==> src/common/hppc_pkg.sv <==
// Package for the hub port power configuration register bank.
// Assumes one 25 MHz core clock and a synchronous active-high reset.
// Notes on behaviour
// - Disable map bit clear means port available, set means port disabled.
// - Map bits 4..1 select ports 4..1; bits 7..5 are reserved.
// - Map bit 0 is reserved, written zero and always treated as zero.
// - With remapping off, flagged ports stay disabled and cannot enumerate.
// - Any disable combination; report enabled count and renumber active ports.
// - In internal default mode the two strap pins choose disabled ports.
// - Self-powered budget holds upstream draw in 2 mA units and is reported.
// - Bus-powered budget holds upstream draw in 2 mA units and is reported.
// - Controller current holds hub silicon and board draw, 2 mA units.
// - Controller current defaults to decimal 50, meaning 100 mA.
// - Remap enable clear gives standard numbering; set gives remap mode.
package hppc_pkg;

    localparam logic [7:0] HPPC_OFS_DIS_MAP   = 8'h0B;
    localparam logic [7:0] HPPC_OFS_SP_BUDGET = 8'h0C;
    localparam logic [7:0] HPPC_OFS_BP_BUDGET = 8'h0D;
    localparam logic [7:0] HPPC_OFS_SP_CTRL   = 8'h0E;

    localparam int         HPPC_PORTS         = 4;
    localparam int         HPPC_MAP_LSB       = 1;
    localparam int         HPPC_MAP_MSB       = 4;
    localparam logic [7:0] HPPC_MAP_VALID     = 8'h1E;

    localparam logic [7:0] HPPC_RST_DIS_MAP   = 8'h00;
    localparam logic [7:0] HPPC_RST_SP_BUDGET = 8'h00;
    localparam logic [7:0] HPPC_RST_BP_BUDGET = 8'h00;
    localparam logic [7:0] HPPC_RST_SP_CTRL   = 8'h32;
    localparam logic [7:0] HPPC_MA_PER_UNIT   = 8'h02;

    typedef struct packed {
        logic       wrEn;
        logic [7:0] addr;
        logic [7:0] wrData;
    } hppc_cfg_wr_s;

    typedef struct packed {
        logic [7:0] disableMap;
        logic [7:0] spBudget;
        logic [7:0] bpBudget;
        logic [7:0] spCtrlCurrent;
    } hppc_regs_s;

endpackage

==> src/logic/hppc_port_renumber.sv <==
// Port renumbering: active physical ports get consecutive logical numbers.
// Assumes a purely combinational use inside the register bank.
`timescale 1ns/100ps
module hppc_port_renumber
    import hppc_pkg::*;
#(
    parameter int PORTS = HPPC_PORTS
) (
    input  wire logic [PORTS-1:0]   portDisabled,
    output logic      [2:0]         enabledCount,
    output logic      [PORTS*3-1:0] logicalNum
);
    logic [2:0] runCount [PORTS:0];

    assign runCount[0] = 3'h0;

    genvar i;
    generate
        for (i = 0; i < PORTS; i++) begin : g_port
            // Active port takes the next number; disabled one reads zero
            assign runCount[i+1] = runCount[i] +
                                   {2'h0, ~portDisabled[i]};
            assign logicalNum[i*3 +: 3] = portDisabled[i] ? 3'h0
                                        : runCount[i] + 3'h1;
        end
    endgenerate

    assign enabledCount = runCount[PORTS];
endmodule

==> src/logic/hppc_config_regs.sv <==
// Bus- and self-powered port disable and power budget configuration bytes.
// Assumes a config loader (EEPROM or SMBus) that writes one byte per cycle.
`timescale 1ns/100ps
module hppc_config_regs
    import hppc_pkg::*;
#(
    parameter int PORTS = HPPC_PORTS
) (
    input  wire logic               clk,
    input  wire logic               srst,
    input  wire hppc_cfg_wr_s       cfgWr,
    input  wire logic [7:0]         cfgRdAddr,
    input  wire logic               useDefaults,
    input  wire logic [1:0]         disableStrapPins,
    input  wire logic               remapEnable,
    output logic      [7:0]         cfgRdData,
    output logic      [PORTS-1:0]   portDisabled,
    output logic      [2:0]         enabledPortCount,
    output logic      [PORTS*3-1:0] portLogicalNum,
    output logic      [7:0]         spPowerBudget,
    output logic      [7:0]         bpPowerBudget,
    output logic      [7:0]         spControllerCurrent
);
    typedef struct packed {
        hppc_regs_s regs;
        logic [7:0] rdData;
    } hppc_state_s;

    hppc_state_s state_reg;
    hppc_state_s state_next;
    logic [7:0]  strapMap;
    logic [7:0]  effMap;
    logic [PORTS-1:0] rawDisable;

    // Strap code n disables the top n ports
    always_comb begin
        case (disableStrapPins)
            2'h0:    strapMap = 8'h00;
            2'h1:    strapMap = 8'h10;
            2'h2:    strapMap = 8'h18;
            default: strapMap = 8'h1C;
        endcase
    end

    always_comb begin
        state_next = state_reg;
        if (cfgWr.wrEn) begin
            if (cfgWr.addr == HPPC_OFS_DIS_MAP) begin
                // Reserved bits stored as zero
                state_next.regs.disableMap =
                    cfgWr.wrData & HPPC_MAP_VALID;
            end else if (cfgWr.addr == HPPC_OFS_SP_BUDGET) begin
                state_next.regs.spBudget = cfgWr.wrData;
            end else if (cfgWr.addr == HPPC_OFS_BP_BUDGET) begin
                state_next.regs.bpBudget = cfgWr.wrData;
            end else if (cfgWr.addr == HPPC_OFS_SP_CTRL) begin
                state_next.regs.spCtrlCurrent = cfgWr.wrData;
            end
        end
        if (cfgRdAddr == HPPC_OFS_DIS_MAP) begin
            state_next.rdData = state_reg.regs.disableMap;
        end else if (cfgRdAddr == HPPC_OFS_SP_BUDGET) begin
            state_next.rdData = state_reg.regs.spBudget;
        end else if (cfgRdAddr == HPPC_OFS_BP_BUDGET) begin
            state_next.rdData = state_reg.regs.bpBudget;
        end else if (cfgRdAddr == HPPC_OFS_SP_CTRL) begin
            state_next.rdData = state_reg.regs.spCtrlCurrent;
        end else begin
            state_next.rdData = 8'h00;
        end
    end

    always_ff @(posedge clk) begin
        if (srst) begin
            state_reg.regs.disableMap    <= HPPC_RST_DIS_MAP;
            state_reg.regs.spBudget      <= HPPC_RST_SP_BUDGET;
            state_reg.regs.bpBudget      <= HPPC_RST_BP_BUDGET;
            state_reg.regs.spCtrlCurrent <= HPPC_RST_SP_CTRL;
            state_reg.rdData             <= 8'h00;
        end else begin
            state_reg <= state_next;
        end
    end

    // Defaults come from straps, else from the loaded map
    assign effMap = useDefaults ? strapMap
                  : state_reg.regs.disableMap;
    // Set bit hides the port only in standard mode
    assign rawDisable = effMap[HPPC_MAP_MSB:HPPC_MAP_LSB];
    assign portDisabled = remapEnable ? '0 : rawDisable;

    hppc_port_renumber #(
        .PORTS (PORTS)
    ) u_renumber (
        .portDisabled (portDisabled),
        .enabledCount (enabledPortCount),
        .logicalNum   (portLogicalNum)
    );

    assign cfgRdData           = state_reg.rdData;
    assign spPowerBudget       = state_reg.regs.spBudget;
    assign bpPowerBudget       = state_reg.regs.bpBudget;
    assign spControllerCurrent = state_reg.regs.spCtrlCurrent;

    // Reserved map bits and stored bytes
    map_bit0_zero_a: assert property (@(posedge clk)
        disable iff (srst)
        state_reg.regs.disableMap[0] == 1'h0 &&
        state_reg.regs.disableMap[7:5] == 3'h0)
        else $error("reserved map bits not zero");

    map_write_lands_a: assert property (@(posedge clk)
        disable iff (srst)
        cfgWr.wrEn && cfgWr.addr == HPPC_OFS_DIS_MAP |=>
        state_reg.regs.disableMap ==
            ($past(cfgWr.wrData) & HPPC_MAP_VALID))
        else $error("disable map write lost");

    sp_budget_a: assert property (@(posedge clk)
        disable iff (srst)
        cfgWr.wrEn && cfgWr.addr == HPPC_OFS_SP_BUDGET |=>
        spPowerBudget == $past(cfgWr.wrData))
        else $error("sp budget not stored");

    bp_budget_a: assert property (@(posedge clk)
        disable iff (srst)
        cfgWr.wrEn && cfgWr.addr == HPPC_OFS_BP_BUDGET |=>
        bpPowerBudget == $past(cfgWr.wrData))
        else $error("bp budget not stored");

    ctrl_current_a: assert property (@(posedge clk)
        disable iff (srst)
        cfgWr.wrEn && cfgWr.addr == HPPC_OFS_SP_CTRL |=>
        spControllerCurrent == $past(cfgWr.wrData))
        else $error("controller current not stored");

    // Reset values
    reset_default_a: assert property (@(posedge clk)
        srst |=> spControllerCurrent == HPPC_RST_SP_CTRL)
        else $error("controller current default wrong");

    map_reset_val_a: assert property (@(posedge clk)
        srst |=> state_reg.regs.disableMap == HPPC_RST_DIS_MAP)
        else $error("map reset value wrong");

    sp_reset_val_a: assert property (@(posedge clk)
        srst |=> spPowerBudget == HPPC_RST_SP_BUDGET)
        else $error("sp budget reset value wrong");

    bp_reset_val_a: assert property (@(posedge clk)
        srst |=> bpPowerBudget == HPPC_RST_BP_BUDGET)
        else $error("bp budget reset value wrong");

    rd_reset_val_a: assert property (@(posedge clk)
        srst |=> cfgRdData == 8'h00)
        else $error("read data reset value wrong");

    // Bytes change only on a write to their own offset
    hold_value_a: assert property (@(posedge clk)
        disable iff (srst)
        !cfgWr.wrEn |=> $stable(state_reg.regs))
        else $error("register changed without load");

    unmapped_wr_a: assert property (@(posedge clk)
        disable iff (srst)
        cfgWr.wrEn && (cfgWr.addr < HPPC_OFS_DIS_MAP ||
                       cfgWr.addr > HPPC_OFS_SP_CTRL) |=>
        $stable(state_reg.regs))
        else $error("unmapped write changed a register");

    map_hold_a: assert property (@(posedge clk)
        disable iff (srst)
        !(cfgWr.wrEn && cfgWr.addr == HPPC_OFS_DIS_MAP) |=>
        $stable(state_reg.regs.disableMap))
        else $error("map changed without its write");

    sp_hold_a: assert property (@(posedge clk)
        disable iff (srst)
        !(cfgWr.wrEn && cfgWr.addr == HPPC_OFS_SP_BUDGET) |=>
        $stable(spPowerBudget))
        else $error("sp budget changed without its write");

    bp_hold_a: assert property (@(posedge clk)
        disable iff (srst)
        !(cfgWr.wrEn && cfgWr.addr == HPPC_OFS_BP_BUDGET) |=>
        $stable(bpPowerBudget))
        else $error("bp budget changed without its write");

    ctrl_hold_a: assert property (@(posedge clk)
        disable iff (srst)
        !(cfgWr.wrEn && cfgWr.addr == HPPC_OFS_SP_CTRL) |=>
        $stable(spControllerCurrent))
        else $error("controller current changed without write");

    // Read data shows the byte addressed one cycle earlier
    read_back_a: assert property (@(posedge clk)
        disable iff (srst)
        cfgRdAddr == HPPC_OFS_BP_BUDGET && !cfgWr.wrEn ##1 !cfgWr.wrEn
        |-> cfgRdData == bpPowerBudget)
        else $error("read data mismatch");

    rd_map_a: assert property (@(posedge clk)
        disable iff (srst)
        cfgRdAddr == HPPC_OFS_DIS_MAP |=>
        cfgRdData == $past(state_reg.regs.disableMap))
        else $error("map read data wrong");

    rd_sp_a: assert property (@(posedge clk)
        disable iff (srst)
        cfgRdAddr == HPPC_OFS_SP_BUDGET |=>
        cfgRdData == $past(spPowerBudget))
        else $error("sp budget read data wrong");

    rd_ctrl_a: assert property (@(posedge clk)
        disable iff (srst)
        cfgRdAddr == HPPC_OFS_SP_CTRL |=>
        cfgRdData == $past(spControllerCurrent))
        else $error("controller current read data wrong");

    rd_unmapped_a: assert property (@(posedge clk)
        disable iff (srst)
        cfgRdAddr < HPPC_OFS_DIS_MAP ||
        cfgRdAddr > HPPC_OFS_SP_CTRL |=>
        cfgRdData == 8'h00)
        else $error("unmapped read not zero");

    // Port disabling, count and numbering
    disable_std_a: assert property (@(posedge clk)
        disable iff (srst)
        !remapEnable && !useDefaults |->
        portDisabled == state_reg.regs.disableMap[4:1])
        else $error("standard mode disable wrong");

    remap_off_a: assert property (@(posedge clk)
        disable iff (srst)
        remapEnable |-> portDisabled == '0)
        else $error("remap mode still disables");

    strap_mode_a: assert property (@(posedge clk)
        disable iff (srst)
        useDefaults && !remapEnable && disableStrapPins == 2'h3 |->
        portDisabled == 4'hE && enabledPortCount == 3'h1)
        else $error("strap default wrong");

    strap_count_a: assert property (@(posedge clk)
        disable iff (srst)
        useDefaults && !remapEnable |->
        enabledPortCount == 3'(PORTS - int'(disableStrapPins)))
        else $error("strap mode port count wrong");

    count_match_a: assert property (@(posedge clk)
        disable iff (srst)
        enabledPortCount == 3'(PORTS - $countones(portDisabled)))
        else $error("enabled port count wrong");

    count_max_a: assert property (@(posedge clk)
        disable iff (srst)
        enabledPortCount <= 3'(PORTS))
        else $error("more ports reported than exist");

    remap_count_a: assert property (@(posedge clk)
        disable iff (srst)
        remapEnable |-> enabledPortCount == 3'(PORTS))
        else $error("remap mode hides a port");

    first_port_a: assert property (@(posedge clk)
        disable iff (srst)
        !portDisabled[0] |-> portLogicalNum[2:0] == 3'h1)
        else $error("first active port not number one");

    generate
        for (genvar p = 0; p < PORTS; p++) begin : g_port_chk
            off_no_number_a: assert property (@(posedge clk)
                disable iff (srst)
                portDisabled[p] |-> portLogicalNum[p*3 +: 3] == 3'h0)
                else $error("disabled port still numbered");

            on_numbered_a: assert property (@(posedge clk)
                disable iff (srst)
                !portDisabled[p] |->
                portLogicalNum[p*3 +: 3] != 3'h0 &&
                portLogicalNum[p*3 +: 3] <= enabledPortCount)
                else $error("enabled port number out of range");

            std_map_bit_a: assert property (@(posedge clk)
                disable iff (srst)
                !remapEnable && !useDefaults |->
                portDisabled[p] ==
                    state_reg.regs.disableMap[p+HPPC_MAP_LSB])
                else $error("port ignores its map bit");

            strap_port_a: assert property (@(posedge clk)
                disable iff (srst)
                useDefaults && !remapEnable |->
                portDisabled[p] == (int'(disableStrapPins) + p >= PORTS))
                else $error("strap pins disable wrong port");

            remap_number_a: assert property (@(posedge clk)
                disable iff (srst)
                remapEnable |->
                portLogicalNum[p*3 +: 3] == 3'(p + 1))
                else $error("remap mode numbering wrong");
        end
    endgenerate
endmodule

==> config.mk <==
export PLATFORM = sky130hd
export DESIGN_NAME = hppc_config_regs
export DESIGN_NICKNAME = d
export VERILOG_FILES = /design/src/common/hppc_pkg.sv /design/src/logic/hppc_port_renumber.sv /design/src/logic/hppc_config_regs.sv
export SDC_FILE = /design/constraint.sdc
export NUM_CORES = 1
export LEC_CHECK = 0
export ABC_CLOCK_PERIOD_IN_PS = 5700
export BUFFER_PORTS_ARGS = -buffer_cell sky130_fd_sc_hd__buf_2
export CORE_MARGIN = 3
export CORE_UTILIZATION = 38
export CTS_CLUSTER_SIZE = 12
export DETAILED_ROUTE_END_ITERATION = 8
export GPL_TIMING_DRIVEN = 0
export PLACE_DENSITY = 0.68
export SLEW_MARGIN = 30
export SYNTH_ARGS = -nofsm -noshare
export SYNTH_HDL_FRONTEND = slang
export SYNTH_SLANG_ARGS = --single-unit
==> constraint.sdc <==
create_clock -name clk -period 5.7 [get_ports clk]
set_input_delay 0.285 -clock clk [delete_from_list [all_inputs] [get_ports clk]]
set_output_delay 0.285 -clock clk [all_outputs]
set_load 0.02 [all_outputs]
==> metrics.txt <==
# TYPE chip_impl_metric gauge
chip_impl_info{name="run_status",value="complete, no violations"} 1
chip_impl_metric{name="clk_pin_slew",unit="ns"} 0.07
chip_impl_metric{name="max_vdd_drop",unit="mV"} 0.1239
chip_impl_metric{name="cts_buffers",unit=""} 5
chip_impl_metric{name="synthArstFlopShare",unit=""} 0
chip_impl_metric{name="placementRows",unit=""} 27
chip_impl_metric{name="ctsHtreeMaxLevel",unit=""} 2
chip_impl_metric{name="drt_drc_violations_left",unit=""} 0
chip_impl_metric{name="cts_post_setup_buffers_inserted",unit=""} 0
chip_impl_metric{name="power.share.sequential",unit=""} 0.465
chip_impl_metric{name="switching_portion_of_total_power",unit=""} 0.2442
chip_impl_metric{name="maxClockFrequency",unit="MHz"} 361.2
chip_impl_metric{name="synth.cell_area",unit="um^2"} 2212
chip_impl_info{name="hold_class",value="input port to register"} 1
chip_impl_metric{name="synth_compound_area_frac",unit=""} 0.07353
chip_impl_metric{name="p_sw",unit="uW"} 132.3
chip_impl_metric{name="clock_sinks",unit=""} 36
chip_impl_info{name="rsz0062_at_grt",value="false"} 1
chip_impl_metric{name="grt_max_degree",unit=""} 12
chip_impl_metric{name="crit_arrival",unit="ns"} 2.48
chip_impl_metric{name="timing_worst_slew_pin_value",unit="ns"} 0.8662
chip_impl_metric{name="final_cells",unit=""} 402
chip_impl_metric{name="timing.final.hold_violations",unit=""} 0
chip_impl_metric{name="p_int",unit="uW"} 409.4
chip_impl_metric{name="worst_path_largest_cell_delay",unit="ns"} 0.51
chip_impl_metric{name="synth_xor_xnor_area_share",unit=""} 0
chip_impl_metric{name="grt_pass1_vias",unit=""} 1749
chip_impl_metric{name="critical_path_required",unit="ns"} 5.41
chip_impl_metric{name="io_pins",unit=""} 82
chip_impl_metric{name="post-route-period-util",unit=""} 0.4858
chip_impl_info{name="synth_largest_area_cell",value="dfxtp_1"} 1
chip_impl_info{name="tritoncts",value="yes"} 1
chip_impl_metric{name="initial_core_util",unit=""} 0.3969
chip_impl_metric{name="routed-via-count",unit=""} 1870
chip_impl_info{name="clock-root-buffer",value="clkbuf_8"} 1
chip_impl_metric{name="clk_latency",unit="ns"} 0.29
chip_impl_info{name="ys.flop_type",value="dfxtp_1"} 1
chip_impl_metric{name="ys.warnings.count",unit=""} 0
chip_impl_metric{name="mean_routed_wirelength_per_cell",unit="um"} 12.98
chip_impl_metric{name="detail-route-antenna-nets",unit=""} 0
chip_impl_metric{name="synthDominantCellAreaShare",unit=""} 0.3258
chip_impl_metric{name="synth_edf_count",unit=""} 0
chip_impl_metric{name="synthesis.instances",unit=""} 243
chip_impl_metric{name="cts_hold_buffers",unit=""} 0
chip_impl_info{name="critPathLaunchType",value="register"} 1
chip_impl_metric{name="wirelength",unit="um"} 5219
chip_impl_metric{name="fin_total_pwr",unit="uW"} 541.7
chip_impl_metric{name="placement.cell_area",unit="um^2"} 2695
chip_impl_metric{name="total_die_area",unit="um^2"} 6772
chip_impl_metric{name="place_inst",unit=""} 394
chip_impl_metric{name="cts_resized",unit=""} 0
chip_impl_metric{name="num-nets-final",unit=""} 370
chip_impl_metric{name="finalSetupTns",unit="ns"} 0
chip_impl_metric{name="drt_iter0_drc",unit=""} 63
chip_impl_metric{name="synth.area.mux_share",unit=""} 0.1176
chip_impl_metric{name="max-slew-margin-rel",unit=""} 0.4181
chip_impl_metric{name="globalRoute.totalOverflow",unit=""} 0
chip_impl_metric{name="share_of_post_route_cells_with_drive_strength_above_1",unit=""} 0.4000
chip_impl_info{name="worstSetupEndpointType",value="primary output"} 1
chip_impl_metric{name="power_density",unit="nW/um^2"} 193.3
chip_impl_metric{name="ys_seq_elements",unit=""} 36
chip_impl_metric{name="combPwrFrac",unit=""} 0.125
chip_impl_metric{name="avgSynthCellArea",unit="um^2"} 9.103
chip_impl_metric{name="core_area",unit="um^2"} 5574
chip_impl_metric{name="syn2layout_area_growth",unit="%"} 26.70
chip_impl_info{name="synth.cells.most_frequent",value="36 x dfxtp_1, 36 x nand2b_1, 35 x buf_4"} 1
chip_impl_metric{name="gr-usage-all-layers",unit=""} 0.1609
chip_impl_metric{name="detail_route.first_pass.iterations",unit=""} 4
chip_impl_metric{name="grt_antenna_before_repair",unit=""} 0
chip_impl_metric{name="static-leakage-power",unit="uW"} 0.001417
chip_impl_info{name="critPathKind",value="register to primary output"} 1
chip_impl_metric{name="numPortBuffers",unit=""} 77
chip_impl_metric{name="synth.lib_cells_used.distinct",unit=""} 31
chip_impl_metric{name="synth.yosys.seq_area_share",unit=""} 0.3258
chip_impl_metric{name="critPathMaxFanout",unit=""} 5
chip_impl_info{name="critical_path.slowest_cell",value="fa_1"} 1
chip_impl_info{name="critical_path.most_common_cell",value="inv_1"} 1
chip_impl_metric{name="postLayoutCoreUtil",unit=""} 0.5028
chip_impl_metric{name="routabilityCongestion",unit=""} 0.7893
chip_impl_metric{name="clk_path_buf_depth",unit=""} 2
chip_impl_metric{name="post-route-min-period",unit="ns"} 2.769
chip_impl_metric{name="max_capacitance_violation_count",unit=""} 0
chip_impl_metric{name="synthAdderAreaFrac",unit=""} 0.06674
chip_impl_metric{name="final_design_area_no_fill",unit="um^2"} 2803
chip_impl_info{name="worstPathCellList",value="mux2i_1 -> nor2_1 -> fa_1 -> inv_1 -> ha_1 -> inv_1 -> fa_1 -> inv_1 -> buf_2"} 1
chip_impl_info{name="synth_top_family_by_area",value="simple AND/OR/NAND/NOR gates"} 1
chip_impl_metric{name="synth-simple-area-share",unit=""} 0.2415
chip_impl_metric{name="global_route_wire_length_before_repair",unit="um"} 8259
chip_impl_metric{name="power_frac_clock",unit=""} 0.410
chip_impl_metric{name="setup_viol",unit=""} 0
chip_impl_metric{name="timing.final.max_slew_violations",unit=""} 0
chip_impl_info{name="cells_taking_the_most_area_after_synthesis",value="dfxtp_1 33%, buf_4 12%, mux2i_1 12%"} 1
chip_impl_metric{name="viasPerCell",unit=""} 4.652
chip_impl_metric{name="die_x",unit="um"} 82.30
chip_impl_metric{name="dp_hpwl",unit="um"} 4189
chip_impl_metric{name="floorplan.die.height",unit="um"} 82.30
chip_impl_metric{name="clock-skew-final",unit="ns"} 0.004919
chip_impl_metric{name="insertedDiodeCount",unit=""} 0
cells by family after synthesis:
| logic type | count (synthesis) |
|---|---|
| and+or+nand+nor | 86 |
| buffers and inverters | 63 |
| DFF | 36 |
| muxes | 26 |
| AOI/OAI and AO/OA | 21 |
| adders and majority gates | 10 |
| other | 1 |
power by group through the flow:
stage                     sequential [uW]  clock (uW)  combinational (uW)
after CTS                             252         225                68.3
final                                 252         222                67.7
after global routing                  252         237                75.8
after detailed placement              258           0                68.0
after global placement                258           0                66.8
after floorplan                       258           0                41.0
path summary, 6_finish.rpt:
path | startpoint | to | slack, ns | cells after the start
max | state_reg[35] | enabledPortCount[1] | 2.93 | 9
min | cfgWr[4] | spControllerCurrent[4] | 0.27 | 3
max reg2reg | spPowerBudget[1] | cfgRdData[1] | 4.80 | 2
min reg2reg | spPowerBudget[3] | spPowerBudget[3] | 0.49 | 2
cell type report:
type / count / area (um^2)
inverter: 16 / 60.06
multi-input combinational: 146 / 1116
tap: 72 / 90.09
buffer: 47 / 322.8
clock buffer: 6 / 72.57
sequential: 36 / 720.7
timing repair buffer: 77 / 385.4
fill: 572 / 2771
clock inverter: 2 / 35.03
placed cells by master (no fill, tap or decap), types with 2 or more instances in the layout:
master,count
clkbuf_8,5
nand3_1,2
conb_1,3
or4_2,3
inv_1,16
a32o_1,4
mux2i_1,26
o31ai_1,3
nor2b_1,10
o221a_2,4
buf_6,2
fa_1,3
nor2_1,11
dfxtp_1,36
nor4bb_1,2
a21oi_1,8
nand2b_1,36
buf_4,35
ha_1,7
nor3_1,3
or4_4,2
nand2_1,4
or3_1,2
clkbuf_1,11
nor4_1,2
buf_2,77
nand3b_1,5
per-layer routing:
layer / global-route usage / wire length [um] / up-vias
li1: - / - / 946
met2: 0.2612 / 2499 / 50
met3: 0.03145 / 286 / 4
met4: 0.04817 / 31 / 0
met5: 0 / 0 / -
met1: 0.2149 / 2402 / 870
worst max-delay path: cells and delay by family (launching register included):
| family | cells | cell delay (ns) |
|---|---|---|
| mux | 1 | 0.08 |
| flops | 1 | 0.37 |
| buf+inv | 4 | 0.33 |
| simple gates | 1 | 0.27 |
| fa+ha+maj | 3 | 1.13 |
per-stage QoR:
| stage | hold WS, ns | worst slack, ns |
|---|---|---|
| global route | 0.2859 | 2.759 |
| floorplan | 0.4522 | 3.194 |
| detailed placement | 0.4834 | 3.113 |
| finish | 0.2697 | 2.931 |
| CTS | 0.2652 | 2.906 |
| global placement | 0.4771 | 3.122 |
No activity file was read; power rests on OpenSTA's default activity.
